===== src/verilog/crs_params.svh =====
// Timing counts and reset patterns for the cluster reset sequencer
`ifndef CRS_PARAMS_SVH
`define CRS_PARAMS_SVH

// Least hold of a core-clock reset, in core-clock cycles
`define CRS_CORE_MIN_CYC 5'h10
// Debug-clock rising edges counted so 16 full debug periods elapse
`define CRS_DBG_EDGES 5'h11
// Least debug-clock periods for the debug APB reset
`define CRS_DBG_MIN_CYC 8'h10
// Cycles of asserted core reset before clamps may be released
`define CRS_CLAMP_CYC 5'h05
// Low-cycle count seen in the last low cycle of a 16-cycle hold
`define CRS_HOLD_LAST 8'h0f
// Width of the hold counters
`define CRS_CNT_W 5
// Every reset asserted: state of the pins at power arrival
`define CRS_POR_RESETS 18'h00000
// Every reset released: run mode
`define CRS_RUN_RESETS 18'h3ffff
// All four cores selected
`define CRS_ALL_CORES 4'hf

`endif


===== src/verilog/crs_pkg.sv =====
// Types shared by the cluster reset sequencer
`default_nettype none
package crs_pkg;

  // The six reset pins, all active low, per-core fields indexed by core
  typedef struct packed {
    logic [3:0] core_poweron_reset_n;
    logic [3:0] core_logic_reset_n;
    logic [3:0] simd_fp_unit_reset_n;
    logic [3:0] core_debug_reset_n;
    logic debug_apb_reset_n;
    logic shared_cache_reset_n;
  } crs_resets_t;

  typedef enum logic [3:0] {
    CMD_FULL_POWERON,
    CMD_CORE_POWERON,
    CMD_CORE_POWERON_APB,
    CMD_SOFT_ALL,
    CMD_SOFT_CORE,
    CMD_UNIT,
    CMD_UNIT_APB,
    CMD_UNIT_DEBUG,
    CMD_CORE_DEBUG,
    CMD_DEBUG_ALL,
    CMD_APB
  } crs_cmd_t;

  typedef enum logic [1:0] {
    ST_IDLE,
    ST_WAIT,
    ST_HOLD
  } crs_state_t;

endpackage
`default_nettype wire


===== src/verilog/crs_reset_sequencer.sv =====
// Reset sequencer driving the six reset domains of a four-core cluster
`include "crs_params.svh"
`default_nettype none

// Summary of operation
// - Unit plus debug APB reset: that core's unit and debug APB low only.
// - Unit plus core debug reset: that core's unit and debug low only.
// - Run mode: every reset pin high, nothing held in reset.
// - Power-on reset asserts power-on reset; other core resets optional.
// - Debug APB reset never asserted while any core is being debugged.
// - Without the unit, its reset pins are tied high.
// - At power arrival assert power-on, shared-cache and debug APB together.
// - Full power-on holds 16 core cycles and 16 debug cycles.
// - Shared-cache reset released no later than any core reset.
// - Single-core power-on only while powered; held 16 core cycles.
// - Soft reset waits for preparation and the core idle indicator.
// - Clamps released only after 5 cycles of asserted soft reset.
// - Soft reset holds the core reset low at least 16 core cycles.
// - Core and unit resets of a soft reset release in one cycle.
// - Single-core setups may skip the coherency bit preparation step.
// - Unit reset held low at least 16 core cycles.
// - Core debug reset held low at least 16 core cycles.
// - Debug APB reset held low at least 16 debug-clock cycles.
// - Single-core soft reset keeps power-on, debug and shared resets high.
module crs_reset_sequencer
  import crs_pkg::*;
#(
  parameter bit UNIT_PRESENT = 1'b1,
  parameter bit SINGLE_CORE = 1'b0
) (
  input wire logic clk_i,
  input wire logic sys_rst_i,
  input wire logic debug_apb_clock_i,
  input wire logic req_i,
  input wire crs_cmd_t cmd_i,
  input wire logic [1:0] core_sel_i,
  input wire logic opt_resets_i,
  input wire logic [3:0] core_active_i,
  input wire logic [3:0] core_debugged_i,
  input wire logic [3:0] core_powered_i,
  input wire logic [3:0] core_idle_standby_i,
  input wire logic prep_done_i,
  output crs_resets_t resets_o,
  output logic clamp_release_o,
  output logic busy_o,
  output logic done_o,
  output logic refused_o
);

  // ----------------------------------------------------------------
  // Pattern decoding
  // ----------------------------------------------------------------

  function automatic logic [3:0] mask_of(crs_cmd_t c, logic [1:0] sel);
    logic [3:0] m;
    m = 4'h0;
    case (c)
      CMD_FULL_POWERON,
      CMD_SOFT_ALL,
      CMD_DEBUG_ALL: m = `CRS_ALL_CORES;
      default: m[sel] = 1'b1;
    endcase
    return m;
  endfunction

  function automatic crs_resets_t pattern_of(crs_cmd_t c, logic [3:0] m,
                                             logic opt);
    crs_resets_t r;
    r = `CRS_RUN_RESETS;
    case (c)
      CMD_FULL_POWERON:
      begin
        r = `CRS_POR_RESETS;
        if (!opt)
        begin
          r.core_logic_reset_n = 4'hf;
          r.simd_fp_unit_reset_n = 4'hf;
          r.core_debug_reset_n = 4'hf;
        end
      end
      CMD_CORE_POWERON,
      CMD_CORE_POWERON_APB:
      begin
        r.core_poweron_reset_n = ~m;
        if (opt)
        begin
          r.core_logic_reset_n = ~m;
          r.simd_fp_unit_reset_n = ~m;
          r.core_debug_reset_n = ~m;
        end
        r.debug_apb_reset_n = (c != CMD_CORE_POWERON_APB);
      end
      CMD_SOFT_ALL,
      CMD_SOFT_CORE:
      begin
        r.core_logic_reset_n = ~m;
        if (opt)
        begin
          r.simd_fp_unit_reset_n = ~m;
        end
      end
      CMD_UNIT:
      begin
        r.simd_fp_unit_reset_n = ~m;
      end
      CMD_UNIT_APB:
      begin
        r.simd_fp_unit_reset_n = ~m;
        r.debug_apb_reset_n = 1'b0;
      end
      CMD_UNIT_DEBUG:
      begin
        r.simd_fp_unit_reset_n = ~m;
        r.core_debug_reset_n = ~m;
      end
      CMD_CORE_DEBUG:
      begin
        r.core_debug_reset_n = ~m;
      end
      CMD_DEBUG_ALL:
      begin
        r.core_debug_reset_n = 4'h0;
        r.debug_apb_reset_n = 1'b0;
      end
      CMD_APB:
      begin
        r.debug_apb_reset_n = 1'b0;
      end
      default:
      begin
        r = `CRS_RUN_RESETS;
      end
    endcase
    if (!UNIT_PRESENT)
    begin
      r.simd_fp_unit_reset_n = 4'hf;
    end
    return r;
  endfunction

  // ----------------------------------------------------------------
  // State
  // ----------------------------------------------------------------

  crs_state_t state;
  crs_state_t next_state;
  crs_resets_t resets;
  crs_resets_t next_resets;
  crs_resets_t pend;
  crs_resets_t next_pend;
  logic [3:0] mask_q;
  logic [3:0] next_mask_q;
  logic soft_q;
  logic next_soft_q;
  logic dbg_used;
  logic next_dbg_used;
  logic por_auto;
  logic next_por_auto;
  logic done;
  logic next_done;
  logic refused;
  logic next_refused;
  logic dbg_q;
  logic dbg_edge;
  logic [`CRS_CNT_W-1:0] core_cnt;
  logic core_done;
  logic dbg_done;
  logic [3:0] req_mask;
  crs_resets_t req_pat;
  logic req_soft;
  logic bad;

  // ----------------------------------------------------------------
  // Minimum-width timers
  // ----------------------------------------------------------------

  // Debug clock is sampled as a level; its rising edges pace the timer
  assign dbg_edge = debug_apb_clock_i & ~dbg_q;

  crs_hold_timer #(
    .CW(`CRS_CNT_W),
    .LIMIT(`CRS_CORE_MIN_CYC)
  ) u_core_timer (
    .clk_i(clk_i),
    .sys_rst_i(sys_rst_i),
    .run_i(state == ST_HOLD),
    .tick_i(1'b1),
    .count_o(core_cnt),
    .done_o(core_done)
  );

  crs_hold_timer #(
    .CW(`CRS_CNT_W),
    .LIMIT(`CRS_DBG_EDGES)
  ) u_dbg_timer (
    .clk_i(clk_i),
    .sys_rst_i(sys_rst_i),
    .run_i(state == ST_HOLD),
    .tick_i(dbg_edge),
    .count_o(),
    .done_o(dbg_done)
  );

  // ----------------------------------------------------------------
  // Sequencer
  // ----------------------------------------------------------------

  assign req_mask = mask_of(cmd_i, core_sel_i);
  assign req_pat = pattern_of(cmd_i, req_mask, opt_resets_i);
  assign req_soft = (cmd_i == CMD_SOFT_ALL) || (cmd_i == CMD_SOFT_CORE);

  always_comb
  begin
    bad = 1'b0;
    if ((cmd_i == CMD_FULL_POWERON) && (|core_active_i))
    begin
      bad = 1'b1;
    end
    if (!req_pat.debug_apb_reset_n && (|core_debugged_i))
    begin
      bad = 1'b1;
    end
    if (((cmd_i == CMD_CORE_POWERON) || (cmd_i == CMD_CORE_POWERON_APB))
        && ((core_powered_i & req_mask) != req_mask))
    begin
      bad = 1'b1;
    end
  end

  always_comb
  begin
    next_state = state;
    next_resets = resets;
    next_pend = pend;
    next_mask_q = mask_q;
    next_soft_q = soft_q;
    next_dbg_used = dbg_used;
    next_por_auto = por_auto;
    next_done = 1'b0;
    next_refused = 1'b0;
    case (state)
      ST_IDLE:
      begin
        next_resets = `CRS_RUN_RESETS;
        if (req_i && bad)
        begin
          next_refused = 1'b1;
        end
        else if (req_i)
        begin
          next_pend = req_pat;
          next_mask_q = req_mask;
          next_soft_q = req_soft;
          next_dbg_used = !req_pat.debug_apb_reset_n;
          if (req_soft)
          begin
            next_state = ST_WAIT;
          end
          else
          begin
            next_state = ST_HOLD;
            next_resets = req_pat;
          end
        end
      end
      ST_WAIT:
      begin
        // Preparation upstream may omit the coherency bit step
        // when SINGLE_CORE is set
        if (prep_done_i &&
            ((core_idle_standby_i & mask_q) == mask_q))
        begin
          next_state = ST_HOLD;
          next_resets = pend;
        end
      end
      ST_HOLD:
      begin
        // One release edge for every pin: shared cache never trails
        if (core_done && (dbg_done || !dbg_used))
        begin
          next_state = ST_IDLE;
          next_resets = `CRS_RUN_RESETS;
          next_por_auto = 1'b0;
          next_done = 1'b1;
        end
      end
      default:
      begin
        next_state = ST_IDLE;
        next_resets = `CRS_RUN_RESETS;
      end
    endcase
  end

  always_ff @(posedge clk_i)
  begin
    if (sys_rst_i)
    begin
      state <= ST_HOLD;
      resets <= `CRS_POR_RESETS;
      pend <= `CRS_RUN_RESETS;
      mask_q <= `CRS_ALL_CORES;
      soft_q <= 1'b0;
      dbg_used <= 1'b1;
      por_auto <= 1'b1;
      done <= 1'b0;
      refused <= 1'b0;
      // High so a debug clock already high is not taken as an edge
      dbg_q <= 1'b1;
    end
    else
    begin
      state <= next_state;
      resets <= next_resets;
      pend <= next_pend;
      mask_q <= next_mask_q;
      soft_q <= next_soft_q;
      dbg_used <= next_dbg_used;
      por_auto <= next_por_auto;
      done <= next_done;
      refused <= next_refused;
      dbg_q <= debug_apb_clock_i;
    end
  end

  always_comb
  begin
    resets_o = resets;
    if (!UNIT_PRESENT)
    begin
      resets_o.simd_fp_unit_reset_n = 4'hf;
    end
  end

  assign clamp_release_o = (state == ST_HOLD) && soft_q &&
                           (core_cnt >= `CRS_CLAMP_CYC);
  assign busy_o = (state != ST_IDLE);
  assign done_o = done;
  assign refused_o = refused;

  // ----------------------------------------------------------------
  // Checks
  // ----------------------------------------------------------------

  logic [7:0] a_low_cnt;
  logic [7:0] a_dbg_cnt;

  always_ff @(posedge clk_i)
  begin
    if (sys_rst_i)
    begin
      a_low_cnt <= 8'h00;
      a_dbg_cnt <= 8'h00;
    end
    else
    begin
      if (resets_o != `CRS_RUN_RESETS && a_low_cnt != 8'hff)
        a_low_cnt <= 8'(a_low_cnt + 1'b1);
      else if (resets_o == `CRS_RUN_RESETS)
        a_low_cnt <= 8'h00;
      if (!resets_o.debug_apb_reset_n && dbg_edge && a_dbg_cnt != 8'hff)
        a_dbg_cnt <= 8'(a_dbg_cnt + 1'b1);
      else if (resets_o.debug_apb_reset_n)
        a_dbg_cnt <= 8'h00;
    end
  end

  idle_all_high_a: assert property (
    @(posedge clk_i) disable iff (sys_rst_i)
    (state == ST_IDLE) |-> (resets_o == `CRS_RUN_RESETS))
    else $error("reset pin low while idle");

  hold_length_a: assert property (
    @(posedge clk_i) disable iff (sys_rst_i)
    (resets_o != `CRS_RUN_RESETS) ##1 (resets_o == `CRS_RUN_RESETS)
    |-> ($past(a_low_cnt) >= `CRS_HOLD_LAST))
    else $error("reset released before 16 core cycles");

  dbg_length_a: assert property (
    @(posedge clk_i) disable iff (sys_rst_i)
    $rose(resets_o.debug_apb_reset_n)
    |-> ($past(a_dbg_cnt) >= `CRS_DBG_MIN_CYC))
    else $error("debug APB reset released too early");

  cache_order_a: assert property (
    @(posedge clk_i) disable iff (sys_rst_i)
    $rose(&resets_o.core_poweron_reset_n)
    |-> resets_o.shared_cache_reset_n)
    else $error("shared cache released after core power-on reset");

  cache_guard_a: assert property (
    @(posedge clk_i) disable iff (sys_rst_i)
    $fell(resets_o.shared_cache_reset_n)
    |-> ($past(core_active_i) == 4'h0))
    else $error("shared cache reset asserted with a core active");

  apb_guard_a: assert property (
    @(posedge clk_i) disable iff (sys_rst_i)
    $fell(resets_o.debug_apb_reset_n)
    |-> ($past(core_debugged_i) == 4'h0))
    else $error("debug APB reset asserted while debugging");

  soft_wait_a: assert property (
    @(posedge clk_i) disable iff (sys_rst_i)
    (state == ST_WAIT) ##1 (state == ST_HOLD)
    |-> (($past(core_idle_standby_i) & mask_q) == mask_q) && $past(prep_done_i))
    else $error("soft reset without idle indicator");

  clamp_time_a: assert property (
    @(posedge clk_i) disable iff (sys_rst_i)
    $rose(clamp_release_o)
    |-> ($past(resets_o.core_logic_reset_n, 5) == ~mask_q) &&
        (resets_o.core_logic_reset_n == ~mask_q))
    else $error("clamps released before 5 cycles of reset");

  soft_pair_a: assert property (
    @(posedge clk_i) disable iff (sys_rst_i)
    (state == ST_HOLD) && soft_q && (resets_o.simd_fp_unit_reset_n != 4'hf)
    |-> (resets_o.simd_fp_unit_reset_n == resets_o.core_logic_reset_n))
    else $error("unit and core soft resets differ");

  unit_absent_a: assert property (
    @(posedge clk_i) disable iff (sys_rst_i)
    !UNIT_PRESENT |-> (resets_o.simd_fp_unit_reset_n == 4'hf))
    else $error("absent unit reset driven low");

endmodule
`default_nettype wire


===== src/verilog/crs_hold_timer.sv =====
// Saturating minimum-width timer for one reset hold
`default_nettype none
module crs_hold_timer #(
  parameter int CW = 5,
  parameter logic [CW-1:0] LIMIT = 5'h10
) (
  input wire logic clk_i,
  input wire logic sys_rst_i,
  input wire logic run_i,
  input wire logic tick_i,
  output logic [CW-1:0] count_o,
  output logic done_o
);

  logic [CW-1:0] count;
  logic [CW-1:0] next_count;

  always_comb
  begin
    next_count = count;
    if (!run_i)
    begin
      next_count = '0;
    end
    else if (tick_i && (count < LIMIT))
    begin
      next_count = CW'(count + 1'b1);
    end
  end

  always_ff @(posedge clk_i)
  begin
    if (sys_rst_i)
    begin
      count <= '0;
    end
    else
    begin
      count <= next_count;
    end
  end

  assign count_o = count;
  assign done_o = (count >= LIMIT);

endmodule
`default_nettype wire


===== config.mk =====
export PLATFORM = sky130hd
export DESIGN_NAME = crs_reset_sequencer
export DESIGN_NICKNAME = d
export VERILOG_FILES = /design/src/verilog/crs_pkg.sv /design/src/verilog/crs_reset_sequencer.sv /design/src/verilog/crs_hold_timer.sv
export VERILOG_INCLUDE_DIRS = /design/src /design/src/verilog
export SDC_FILE = /design/constraint.sdc
export NUM_CORES = 1
export LEC_CHECK = 0
export BUFFER_PORTS_ARGS = -buffer_cell sky130_fd_sc_hd__buf_2
export CAP_MARGIN = 15
export CELL_PAD_IN_SITES_DETAIL_PLACEMENT = 2
export CELL_PAD_IN_SITES_GLOBAL_PLACEMENT = 2
export CORE_MARGIN = 5
export CORE_UTILIZATION = 31
export DETAILED_ROUTE_END_ITERATION = 8
export GPL_TIMING_DRIVEN = 0
export PLACE_DENSITY = 0.84
export SLEW_MARGIN = 5
export SYNTH_ARGS = -nofsm -noshare
export SYNTH_HDL_FRONTEND = slang
export SYNTH_HIERARCHICAL = 1
export SYNTH_SLANG_ARGS = --single-unit

===== constraint.sdc =====
create_clock -name clk_i -period 2.2 [get_ports clk_i]
set_input_delay 0.33 -clock clk_i [delete_from_list [all_inputs] [get_ports clk_i]]
set_output_delay 0.33 -clock clk_i [all_outputs]
set_load 0.005 [all_outputs]

Yosys cells after proc, flatten, opt, wreduce, memory -nomap -nowiden

Cells that the tools add are included.

Flip-flop bits (word level): 57
Input bits: 28
Output and inout bits: 22
Word-level logic and storage cells: 117

Muxes and demuxes: 29
Add/sub/neg operators: 2
Bitwise logic cells: 8
Reduce and logical (&&, ||, !) cells: 31
$lt $le $gt $ge: 7
Equality and inequality tests: 19

Operators by type and width:

| operator                                                                             | number |
|---|---|
| 18-bit 2-to-1 mux                                                                    | 5 |
| 18-bit case mux with 3 select lines                                                  | 1 |
| 4-bit case mux with 4 select lines                                                   | 2 |
| 12-bit 2-to-1 mux                                                                    | 2 |
| 4-bit by 3-bit == test with 1-bit output (second input constant)                     | 4 |
| 4-bit == test (second input constant)                                                | 3 |
| 4-bit case mux with 3 select lines                                                   | 1 |
| 4-bit OR reduction                                                                   | 3 |
| 5-bit by 1-bit adder with 5-bit output (second input constant)                       | 2 |
| 5-bit greater-or-equal comparator (second input constant)                            | 2 |
| 1-bit logical AND                                                                    | 10 |
| 5-bit less-than comparator (second input constant)                                   | 2 |
| 2-bit 2-to-1 mux                                                                     | 5 |
| 2-bit OR reduction                                                                   | 5 |
| 4-bit bitwise AND                                                                    | 2 |
| 4-bit by 2-bit == test with 1-bit output (second input constant)                     | 2 |
| 4-bit 2-to-1 mux                                                                     | 2 |
| 2-bit inequality test (second input constant)                                        | 4 |
| 4-bit case mux with 2 select lines                                                   | 1 |
| 1-bit 2-to-1 mux                                                                     | 7 |
| 2-bit case mux with 3 select lines                                                   | 1 |
| 3-bit OR reduction                                                                   | 2 |
| 5-bit by 3-bit greater-or-equal comparator with 1-bit output (second input constant) | 1 |
| 4-bit by 1-bit == test with 1-bit output (second input constant)                     | 1 |
| other kinds (20)                                                                     | 26 |

Depth between registers and ports, before layout

Gate-level depths: netlist of run 1.

Depth after elaboration: 12
Depth in mapped cells: 9
Mapped depth without buffers: 8

Modules after synthesis

The synthesis of run 1 kept the hierarchy.

Modules (own cells, without submodules):

| module                        | seq. area each (um2) | instances | cells each | area each (um2) |
|---|---|---|---|---|
| crs_reset_sequencer           | 940.9                | 1         | 356        | 3037.9 |
| crs_hold_timer (u_dbg_timer)  | 100.1                | 1         | 30         | 274.0 |
| crs_hold_timer (u_core_timer) | 100.1                | 1         | 26         | 244.0 |

Worst setup path after synthesis of run 1

Ideal clock, no wire load.

Kind: reg2reg
From: reg u_dbg_timer.count[0] (netlist: u_dbg_timer/count_o[0])
To: reg resets (netlist bit resets_o[1])
Clock period less this slack: 2111 ps
Cell stages (with the launch flop): 9
Data arrival time: 2016 ps
Required time: 2105 ps
Setup slack: 89 ps
Library setup time: 95 ps
Buffers on the path: 1
Cells stage by stage: dfxtp_1 or4_1 o21a_1 nand2b_1 a21boi_1 or3_1 buf_2 nand2_1 a221oi_1

Longest elaborated chain between the ends: 5

Ends and longest elaborated chain:

| item                              | RTL line                   | source |
|---|---|---|
| start, declared                   | crs_hold_timer.sv:15       | `logic [CW-1:0] count;` |
| start signal, assigned            | crs_hold_timer.sv:39       | `count <= next_count;` |
| 5-bit greater-or-equal comparator | crs_hold_timer.sv:44       | `assign done_o = (count >= LIMIT);` |
| via dbg_done                      | crs_reset_sequencer.sv:167 | `logic dbg_done;` |
| 1-bit logical OR                  | crs_reset_sequencer.sv:280 | `if (core_done && (dbg_done \|\| !dbg_used))` |
| 1-bit logical AND                 | crs_reset_sequencer.sv:280 |  |
| 2-bit inequality test (no line)   | -                          |  |
| 2-bit AND reduction (no line)     | -                          |  |
| end signal, assigned              | crs_reset_sequencer.sv:301 | `` resets <= `CRS_POR_RESETS; `` |
| end signal, assigned              | crs_reset_sequencer.sv:315 | `resets <= next_resets;` |
| end, declared                     | crs_reset_sequencer.sv:147 | `crs_resets_t resets;` |

The timed path passes the listed nets, and every way through them passes these cells.
A chain may end at the register's enable or synchronous reset.

Final worst setup path of run 1

From: reg state[1]
To: reg resets (netlist bit resets_o[15])

Longest elaborated chain between the ends: 3
Elaborated cells between the ends (all ways): 7
Classes of those cells: 4 x eq/ne; 1 x mux; 2 x reduce/logical

Ends and longest elaborated chain:

| item                                                                             | RTL line                   | source |
|---|---|---|
| start, declared                                                                  | crs_reset_sequencer.sv:145 | `crs_state_t state;` |
| start signal, assigned                                                           | crs_reset_sequencer.sv:314 | `state <= next_state;` |
| 2-bit == test / 2-bit by 1-bit == test with 1-bit output (equally long branches) | -                          |  |
| 2-bit inequality test (no line)                                                  | -                          |  |
| 2-bit AND reduction (no line)                                                    | -                          |  |

Several ways; a longest one is shown, not always the timed one.

==> flow_summary_export.csv, run 1 <==
group,metric,value,unit
yosys,synth_edf_count,0,
critical_path,cp-end-kind,"flop",
min_path,whs_path_depth,2,
grt,grt-ovfl-total,0,
cells_and_area,ff_latch_area,1150,um^2
cells_and_area,fin_nets,516,
sta,period_share,0.989,
routing,wl_per_cell,22.1,um
yosys,async_reset_ff_frac,0,
routing,drt-initial-drc-count,213,
placed_design,placed_area,3980,um^2
sta,fin_tns_setup,0,ns
critical_path,cpMaxStageDelayCell,"or3b_2",
power_and_ir_drop,peakVddDrop,394,uV
placed_design,dp.cells,604,
min_path,hp-start,"debug_apb_clock_i",
cells_and_area,area_growth,26.5,%
critical_path,cp_max_fo,10,
yosys,syn-cell-area,3560,um^2
placed_design,gp_congestion,0.842,
sta,rsz0062_at_grt,"true",
grt,met1_usage,0.252,
clock_tree,cts-htree-levels,3,
sta,min_period,2.18,ns
clock_tree,cts_tree,"yes",
placed_design,hpwl,9650,um
critical_path,r2r_start,"state[1]$_SDFFE_PP1P_",
critical_path,r2r_cells,6,
clock_tree,cts-hold-fix-buffers,0,
yosys,synth_cell_type_count,79,
critical_path,startpoint,"state[1]$_SDFFE_PP1P_",
sta,slew_headroom,0.387,
cells_and_area,fill_cells,1275,
critical_path,worstSetupPathType,"reg2reg",
clock_tree,clkTransAtPathRegs,0.05,ns
floorplan,die_y,117,um
clock_tree,clk-insertion-delay-late,0.34,ns
routing,dr.pass1.iters,4,
cells_and_area,layout_commonest_cell,"dfxtp_1",
sta,max_freq,0.459,GHz
sta,setup_viol_count_final,0,
grt,grt_pass1_vias,3979,
routing,drc,0,
sta,worst_slew_pin_slew,0.918,ns
power_and_ir_drop,powerDensity,743,nW/um^2
floorplan,dieArea,13700,um^2
yosys,synth.area.top_cells,"dfxtp_1, mux2i_1, nor2_1, a21oi_1, nand2b_1",
floorplan,core.rowCount,39,
grt,grt_use_total,0.205,
critical_path,cp.required,2.42,ns
yosys,ys.flop_type,"dfxtp_1",
grt,grt_max_degree,11,
routing,viasPerCell,5.75,
clock_tree,clk_path_buf_depth,2,
job,maxCapViolations,0,
clock_tree,cts_buffers,9,
yosys,synth-seq-area-share,0.321,
floorplan,ioPinCount,50,
min_path,min_to,"dbg_q$_SDFF_PP1_",
grt,grt_util_met2,0.359,
grt,grt_pass1_wl,21500,um
critical_path,cp_slowest_stage_delay,0.53,ns
cells_and_area,final_cells,632,
routing,ant_nets,0,
sta,hold_viol,0,
critical_path,worstPathCellList,"or3b_2 > a21oi_2 > a21boi_4 > buf_6 > o2111ai_1 > a22o_1",
routing,vias,3633,
critical_path,timing.reg2reg.setup_slack,0.02,ns
critical_path,arrival,2.40,ns
cells_and_area,final_cell_mix,"dfxtp_1, buf_2, nor2_1, mux2i_1, a21oi_1",
sta,fin_skew,0.00712,ns
grt,top_usage_layer,"met2",
floorplan,die_w,117,um
yosys,synthCells,412,
yosys,ys_warn_count,6,
cells_and_area,drive_gt1_frac,0.268,
yosys,synth_top_area_cell,"dfxtp_1",
clock_tree,cts.sinks,57,
outcome,status,"complete, no violations",
floorplan,initial_core_util,0.314,
yosys,synth_top_cell_area_share,0.321,
cells_and_area,design_area,4500,um^2
yosys,avgSynthCellArea,8.63,um^2
min_path,worst_hold_path_type,"in2reg",
cells_and_area,antennaDiodeCount,0,
power_and_ir_drop,power.leakage,1.79,nW
cells_and_area,multi_input_area,2270,um^2
power_and_ir_drop,power,0.00334,W
grt,antenna_found_initial,0,
clock_tree,root_buffer,"clkbuf_16",
yosys,synth_seq_cells,57,
routing,routed_wl,14000,um
floorplan,core_area,11300,um^2
sta,finalMaxSlewViolations,0,
grt,grtUsageMet3,0.0391,
critical_path,r2r_end,"resets_o[15]$_SDFFE_PP0P_",
placed_design,numPortBuffers,46,
critical_path,startpoint_type,"flop",
## worst max-delay path: cells and delay by family (launching register included)
kind,cells,cell delay (ns)
and+or+nand+nor,1,0.53
buffers and inverters,1,0.18
DFF,1,0.38
AOI/OAI and AO/OA,4,0.96
## metrics by stage
step | util | worst slack, ns | hold slack [ns]
after CTS | 0.390 | 0.0141 | 0.203
after floorplan | - | 0.0888 | 0.431
after global routing | 0.397 | -0.0295 | 0.207
after global placement | 0.351 | -0.337 | 0.444
final | 0.397 | 0.0237 | 0.210
after detailed placement | 0.351 | -0.360 | 0.465
## cells in the mapped netlist, drive strengths merged, types with 6 or more instances
master  number
nor2        46
inv          9
a31oi        6
nor4         6
nor2b       10
clkbuf      12
a22oi        6
buf         18
a21oi       20
nand2       18
nor3        14
nand3       11
o31ai        6
nand2b      16
o211ai       6
o21ai       21
dfxtp       57
nand4        6
mux2i       25
## sequential cells by signal (all words and copies together) (netlist names)
signal / count
dbg_q: 1
dbg_used: 1
done_o: 1
mask_q: 4
pend: 18
refused_o: 1
resets_o: 18
soft_q: 1
state: 2
u_core_timer/count_o: 5
u_dbg_timer/count_o: 5
## how the worst max path moves through the flow
| stage | end | slack (ns) | depth (start not counted) |
|---|---|---|---|
| after floorplan | resets_o[1]$_SDFFE_PP0P_ | 0.09 | 8 |
| after global placement | resets_o[1]$_SDFFE_PP0P_ | -0.34 | 8 |
| after detailed placement | resets_o[12]$_SDFFE_PP0P_ | -0.36 | 8 |
| after CTS | resets_o[16]$_SDFFE_PP0P_ | 0.01 | 6 |
| after global routing | resets_o[2]$_SDFFE_PP0P_ | -0.03 | 8 |
| final | resets_o[15]$_SDFFE_PP0P_ | 0.02 | 6 |
## routing by layer
layer / wire, um / share of wire / vias to the layer above
li1: - / - / 1681
met1: 6050 / 0.43 / 1819
met2: 7010 / 0.50 / 108
met3: 577 / 0.041 / 25
met4: 338 / 0.024 / 0
met5: 0 / 0 / -
## power breakdown
| group | switching [W] | leakage [nW] | total (W) | internal (W) |
|---|---|---|---|---|
| logic | 0.000400 | 1.17 | 0.000715 | 0.000315 |
| registers | 0.0000576 | 0.466 | 0.00117 | 0.00111 |
| clock network | 0.000517 | 0.158 | 0.00146 | 0.000946 |
| total | 0.000975 | 1.79 | 0.00334 | 0.00237 |
## logic make-up after synthesis
logic type / share of synthesized area
AND/OR/NAND/NOR: 0.258
multiplexers: 0.0704
adder cells (fa/ha/maj): 0.0169
XOR/XNOR: 0.0169
buffers and inverters: 0.0662
flip-flops: 0.321
other: 0.00105
AO/OA/AOI/OAI: 0.249
## area by class of cell
type | count | share of cell area
multi-input combinational | 318 | 0.504
sequential | 57 | 0.256
timing repair buffer | 59 | 0.0773
clock buffer | 15 | 0.0684
buffer | 30 | 0.0462
tap | 143 | 0.0398
inverter | 9 | 0.00751
clock inverter | 1 | 0.00111
## what timing repair did
| item | in CTS | in global routing |
|---|---|---|
| gates cloned | 2 | 0 |
| setup buffers | 4 | 6 |
| resized for setup | 17 | 8 |
| pin swaps | 4 | 5 |
| setup endpoints to repair | 19 | 12 |
(Power assumes the default switching activity.)
==> run 2, diff against run 1 <==
- PLACE_DENSITY: 0.84 -> 0.79
==> run 2 against run 1 <==
Effect of this change:
- the run now ends with negative setup slack left
- critical path depth grew 2
- combinational power is 1% lower
- flip-flop and latch count is the same
- via count shrank 2.0%
- final cell count shrank 0.47%
- global-route usage fell by 0.30 points
- clock skew grew 0.0019 ns
- sequential power is essentially flat
- utilization is 0.066 points higher
- largest cell class unchanged
- non-clock buffer count decreased by 2
- critical endpoint is now resets_o[12]$_SDFFE_PP0P_
- setup slack worse by 0.062 ns
==> flow_summary_export.csv, run 2 (synthesis gave the netlist of run 1 again) <==
group,metric,value,unit
outcome,status,"finished, violations left",
outcome,violations,"negative setup slack",
grt,grt_pass1_wl,21200,um
floorplan,dieArea,13700,um^2
routing,drc,0,
min_path,hp-start,"debug_apb_clock_i",
grt,antenna_found_initial,0,
placed_design,gp_congestion,0.862,
clock_tree,cts_buffers,9,
job,maxCapViolations,0,
floorplan,core.rowCount,39,
clock_tree,cts_tree,"yes",
sta,slew_headroom,0.393,
clock_tree,cts.sinks,57,
grt,grt_use_total,0.202,
sta,setup_viol_count_final,1,
critical_path,cp_max_fo,4,
routing,routed_wl,13500,um
critical_path,cp.required,2.44,ns
sta,fin_skew,0.00905,ns
placed_design,numPortBuffers,46,
sta,worst_slew_pin_slew,0.909,ns
clock_tree,clk-insertion-delay-late,0.34,ns
cells_and_area,design_area,4510,um^2
grt,grt_max_degree,11,
power_and_ir_drop,peakVddDrop,446,uV
power_and_ir_drop,powerDensity,762,nW/um^2
critical_path,cp-end-kind,"flop",
floorplan,die_w,117,um
placed_design,hpwl,9550,um
cells_and_area,layout_commonest_cell,"dfxtp_1",
critical_path,startpoint_type,"flop",
cells_and_area,ff_latch_area,1150,um^2
routing,wl_per_cell,21.5,um
routing,ant_nets,0,
cells_and_area,multi_input_area,2280,um^2
routing,vias,3560,
power_and_ir_drop,power.leakage,1.78,nW
cells_and_area,fill_cells,1284,
critical_path,r2r_start,"u_dbg_timer/count_o[3]$_SDFFE_PP0P_",
critical_path,timing.reg2reg.setup_slack,-0.04,ns
cells_and_area,antennaDiodeCount,0,
sta,hold_slack,0.213,ns
critical_path,arrival,2.48,ns
critical_path,r2r_cells,8,
floorplan,core_area,11300,um^2
cells_and_area,fin_nets,514,
sta,fin_ws,-0.0379,ns
critical_path,r2r_end,"resets_o[12]$_SDFFE_PP0P_",
floorplan,ioPinCount,50,
sta,finalMaxSlewViolations,0,
floorplan,initial_core_util,0.314,
clock_tree,clkTransAtPathRegs,0.05,ns
sta,period_share,1.02,
clock_tree,clk_path_buf_depth,2,
grt,grt_pass1_vias,3875,
routing,viasPerCell,5.66,
sta,min_period,2.24,ns
cells_and_area,area_growth,26.7,%
min_path,worst_hold_path_type,"in2reg",
placed_design,placed_area,3980,um^2
min_path,whs_path_depth,2,
sta,max_freq,0.447,GHz
routing,dr.pass1.iters,4,
clock_tree,cts-htree-levels,3,
routing,drt-initial-drc-count,159,
floorplan,die_y,117,um
grt,grt-ovfl-total,0,
critical_path,worstSetupPathType,"reg2reg",
sta,rsz0062_at_grt,"true",
cells_and_area,drive_gt1_frac,0.261,
clock_tree,cts-hold-fix-buffers,0,
clock_tree,root_buffer,"clkbuf_16",
sta,hold_viol,0,
cells_and_area,final_cell_mix,"dfxtp_1, buf_2, nor2_1, mux2i_1, a21oi_1",
min_path,min_to,"dbg_q$_SDFF_PP1_",
-- run 2: changes by cell type in the layout (fill, tap and decap cells not counted), sizes merged --
cell / previous run / this run
bufinv: 0 / 2
clkbuf: 27 / 25
buf: 76 / 75
bufbuf: 1 / 0
clkinv: 1 / 0
-- run 2: metal layers --
| layer | GRT usage | wire length (um) |
|---|---|---|
| met1 | 0.250 | 5880 |
| met2 | 0.352 | 6810 |
| met3 | 0.0396 | 510 |
| met4 | 0.0650 | 335 |
| met5 | 0 | 0 |
-- run 2: timing repair --
item,CTS,global route
buffers inserted,5,5
resized for setup,14,14
setup endpoints to repair,20,25
gates cloned,1,0
pin swaps,4,7
-- run 2: through the flow --
stage	std cells	setup TNS, ns	total power [W]	util	worst slack (ns)
after detailed placement	604	-5.60	0.00179	0.351	-0.422
after global placement	604	-3.93	0.00176	0.351	-0.347
after CTS	625	-0.0477	0.00343	0.390	-0.0191
after floorplan	415	0	0.00156	-	0.0888
final	629	-0.0379	0.00344	0.398	-0.0379
after global routing	629	-0.727	0.00357	0.398	-0.113
-- run 2: power by group --
group	total, W	internal (W)	leakage [nW]	switching (W)
clock network	0.00157	0.00108	0.162	0.000491
registers	0.00116	0.00111	0.466	0.0000528
logic	0.000707	0.000304	1.15	0.000402
total	0.00344	0.00249	1.78	0.000946
-- run 2: how the worst max path moves through the flow --
stage                                endpoint                                 from  slack, ns  depth (start not counted)
finish              resets_o[12]$_SDFFE_PP0P_  u_dbg_timer/count_o[3]$_SDFFE_PP0P_      -0.04                          8
global route        resets_o[12]$_SDFFE_PP0P_  u_dbg_timer/count_o[3]$_SDFFE_PP0P_      -0.11                          8
CTS                  resets_o[8]$_SDFFE_PP0P_  u_dbg_timer/count_o[0]$_SDFFE_PP0P_      -0.02                          8
detailed placement  resets_o[12]$_SDFFE_PP0P_  u_dbg_timer/count_o[0]$_SDFFE_PP0P_      -0.42                          8
global placement     resets_o[1]$_SDFFE_PP0P_  u_dbg_timer/count_o[0]$_SDFFE_PP0P_      -0.35                          8
floorplan            resets_o[1]$_SDFFE_PP0P_  u_dbg_timer/count_o[0]$_SDFFE_PP0P_       0.09                          8
-- run 2: final cells by class --
class,instances,area share
clock buffer,13,0.0600
clock inverter,2,0.0133
timing repair buffer,57,0.0716
buffer,30,0.0464
multi-input combinational,318,0.507
inverter,9,0.00750
tap,143,0.0397
sequential,57,0.255
-- run 2: worst max-delay path: stages (launching register included) --
cell and delay [ns]:
dfxtp_4 0.35, or4_4 0.53, o21a_1 0.19, nand2b_4 0.15
a21boi_4 0.22, or3_4 0.20, buf_8 0.11, nand2_1 0.10
a221oi_2 0.29
==> run 3, diff against run 2 <==
- BUFFER_PORTS_ARGS: -buffer_cell sky130_fd_sc_hd__buf_2 -> -buffer_cell sky130_fd_sc_hd__buf_4
==> run 3 against run 2 <==
Effect of this change:
- the flow now finishes without violations
- flip-flop and latch count unchanged
- hold slack got worse by 0.019 ns
- maximum frequency rose by 3.5%
- critical path depth did not move
- sequential power about the same
- utilization increased by 0.88 points
- first-iteration DRC count shrank 11%
- global-route usage fell by 0.55 points
- critical endpoint is now resets_o[9]$_SDFFE_PP0P_
- largest cell class unchanged
- highest routed layer unchanged
==> flow_summary_export.csv, run 3 (synthesis gave the netlist of run 1 again) <==
group,metric,value,unit
cells_and_area,multi_input_area,2270,um^2
sta,max_freq,0.462,GHz
floorplan,die_y,117,um
routing,wl_per_cell,20.9,um
critical_path,cp_max_fo,6,
cells_and_area,fin_nets,514,
critical_path,startpoint_type,"flop",
grt,grt_pass1_wl,20700,um
clock_tree,cts_tree,"yes",
grt,grt_pass1_vias,3873,
cells_and_area,antennaDiodeCount,0,
cells_and_area,final_cells,630,
placed_design,dp_slack,-0.398,ns
critical_path,worstSetupPathType,"reg2reg",
power_and_ir_drop,power.leakage,1.80,nW
power_and_ir_drop,peakVddDrop,388,uV
grt,grt_use_total,0.197,
critical_path,arrival,2.40,ns
routing,routed_wl,13200,um
cells_and_area,ff_latch_area,1150,um^2
sta,setup_viol_count_final,0,
floorplan,ioPinCount,50,
grt,grt-ovfl-total,0,
placed_design,dp.cells,604,
floorplan,die_w,117,um
outcome,status,"complete, no violations",
routing,drc,0,
min_path,worst_hold_path_type,"in2reg",
clock_tree,cts-htree-levels,3,
cells_and_area,fill_cells,1275,
clock_tree,root_buffer,"clkbuf_16",
cells_and_area,design_area,4610,um^2
clock_tree,cts-hold-fix-buffers,0,
placed_design,placed_area,4090,um^2
clock_tree,clk_path_buf_depth,2,
sta,min_period,2.16,ns
sta,hold_viol,0,
sta,worst_slew_pin_slew,0.843,ns
routing,drt-initial-drc-count,142,
placed_design,hpwl,9650,um
clock_tree,clkTransAtPathRegs,0.05,ns
power_and_ir_drop,powerDensity,747,nW/um^2
sta,fin_skew,0.00644,ns
routing,vias,3520,
placed_design,numPortBuffers,46,
floorplan,core_area,11300,um^2
sta,finalMaxSlewViolations,0,
sta,period_share,0.983,
cells_and_area,drive_gt1_frac,0.261,
cells_and_area,final_cell_mix,"buf_4, dfxtp_1, nor2_1, mux2i_1, a21oi_1",
grt,antenna_found_initial,0,
floorplan,initial_core_util,0.314,
cells_and_area,area_growth,29.6,%
routing,dr.pass1.iters,4,
routing,viasPerCell,5.59,
sta,fin_tns_setup,0,ns
routing,ant_nets,0,
floorplan,core.rowCount,39,
power_and_ir_drop,power,0.00344,W
sta,rsz0062_at_grt,"true",
floorplan,dieArea,13700,um^2
critical_path,cp-end-kind,"flop",
cells_and_area,layout_commonest_cell,"buf_4",
sta,fin_ws,0.0370,ns
clock_tree,clk-insertion-delay-late,0.33,ns
job,maxCapViolations,0,
grt,grt_max_degree,11,
placed_design,gp_congestion,0.864,
critical_path,cp.required,2.44,ns
sta,slew_headroom,0.437,
clock_tree,cts.sinks,57,
clock_tree,cts_buffers,9,
## run 3: per-layer routing
layer / GRT usage / share of wire / vias to the layer above
li1: - / - / 1675
met1: 0.240 / 0.45 / 1763
met2: 0.344 / 0.50 / 67
met3: 0.0401 / 0.032 / 15
met4: 0.0673 / 0.017 / 0
met5: 0 / 0 / -
## run 3: final cells by class
class,count,area share
multi-input combinational,318,0.493
sequential,57,0.249
timing repair buffer,57,0.0951
clock buffer,11,0.0549
buffer,30,0.0451
tap,143,0.0388
clock inverter,5,0.0168
inverter,9,0.00733
## run 3: where the power goes
group	switching, W	total (W)	internal [W]
sequential	0.0000579	0.00117	0.00111
combinational	0.000393	0.000737	0.000343
clock	0.000493	0.00154	0.00105
total	0.000944	0.00344	0.00250
## run 3: per-stage QoR
step                       util  hold slack, ns
after detailed placement  0.361           0.455
after global placement    0.361           0.444
after CTS                 0.398           0.187
after floorplan               -           0.431
after global routing      0.407           0.190
final                     0.407           0.195
## run 3: worst paths after layout
| kind | depth (start not counted) | end | slack [ns] | from |
|---|---|---|---|---|
| worst min register to register | 2 | resets_o[17]$_SDFFE_PP0P_ | 0.47 | resets_o[17]$_SDFFE_PP0P_ |
| worst min-delay path | 2 | dbg_q$_SDFF_PP1_ | 0.19 | debug_apb_clock_i |
| worst max-delay path | 8 | resets_o[9]$_SDFFE_PP0P_ | 0.04 | u_dbg_timer/count_o[0]$_SDFFE_PP0P_ |
| worst max register to register | 8 | resets_o[9]$_SDFFE_PP0P_ | 0.04 | u_dbg_timer/count_o[0]$_SDFFE_PP0P_ |
## run 3: timing repair
item                       in CTS  in global routing
resized for setup              16                  9
buffers inserted                2                  8
pin swaps                       5                  5
cloned                          1                  0
setup endpoints to repair      19                 15
## run 3: worst max-delay path, cell delays in order (launching register included)
cell      delay, ns
dfxtp_4        0.36
or4_1          0.52
o21a_1         0.21
nand2b_4       0.15
a21boi_4       0.20
nor3_4         0.07
buf_6          0.17
mux2i_1        0.12
a311oi_1       0.27
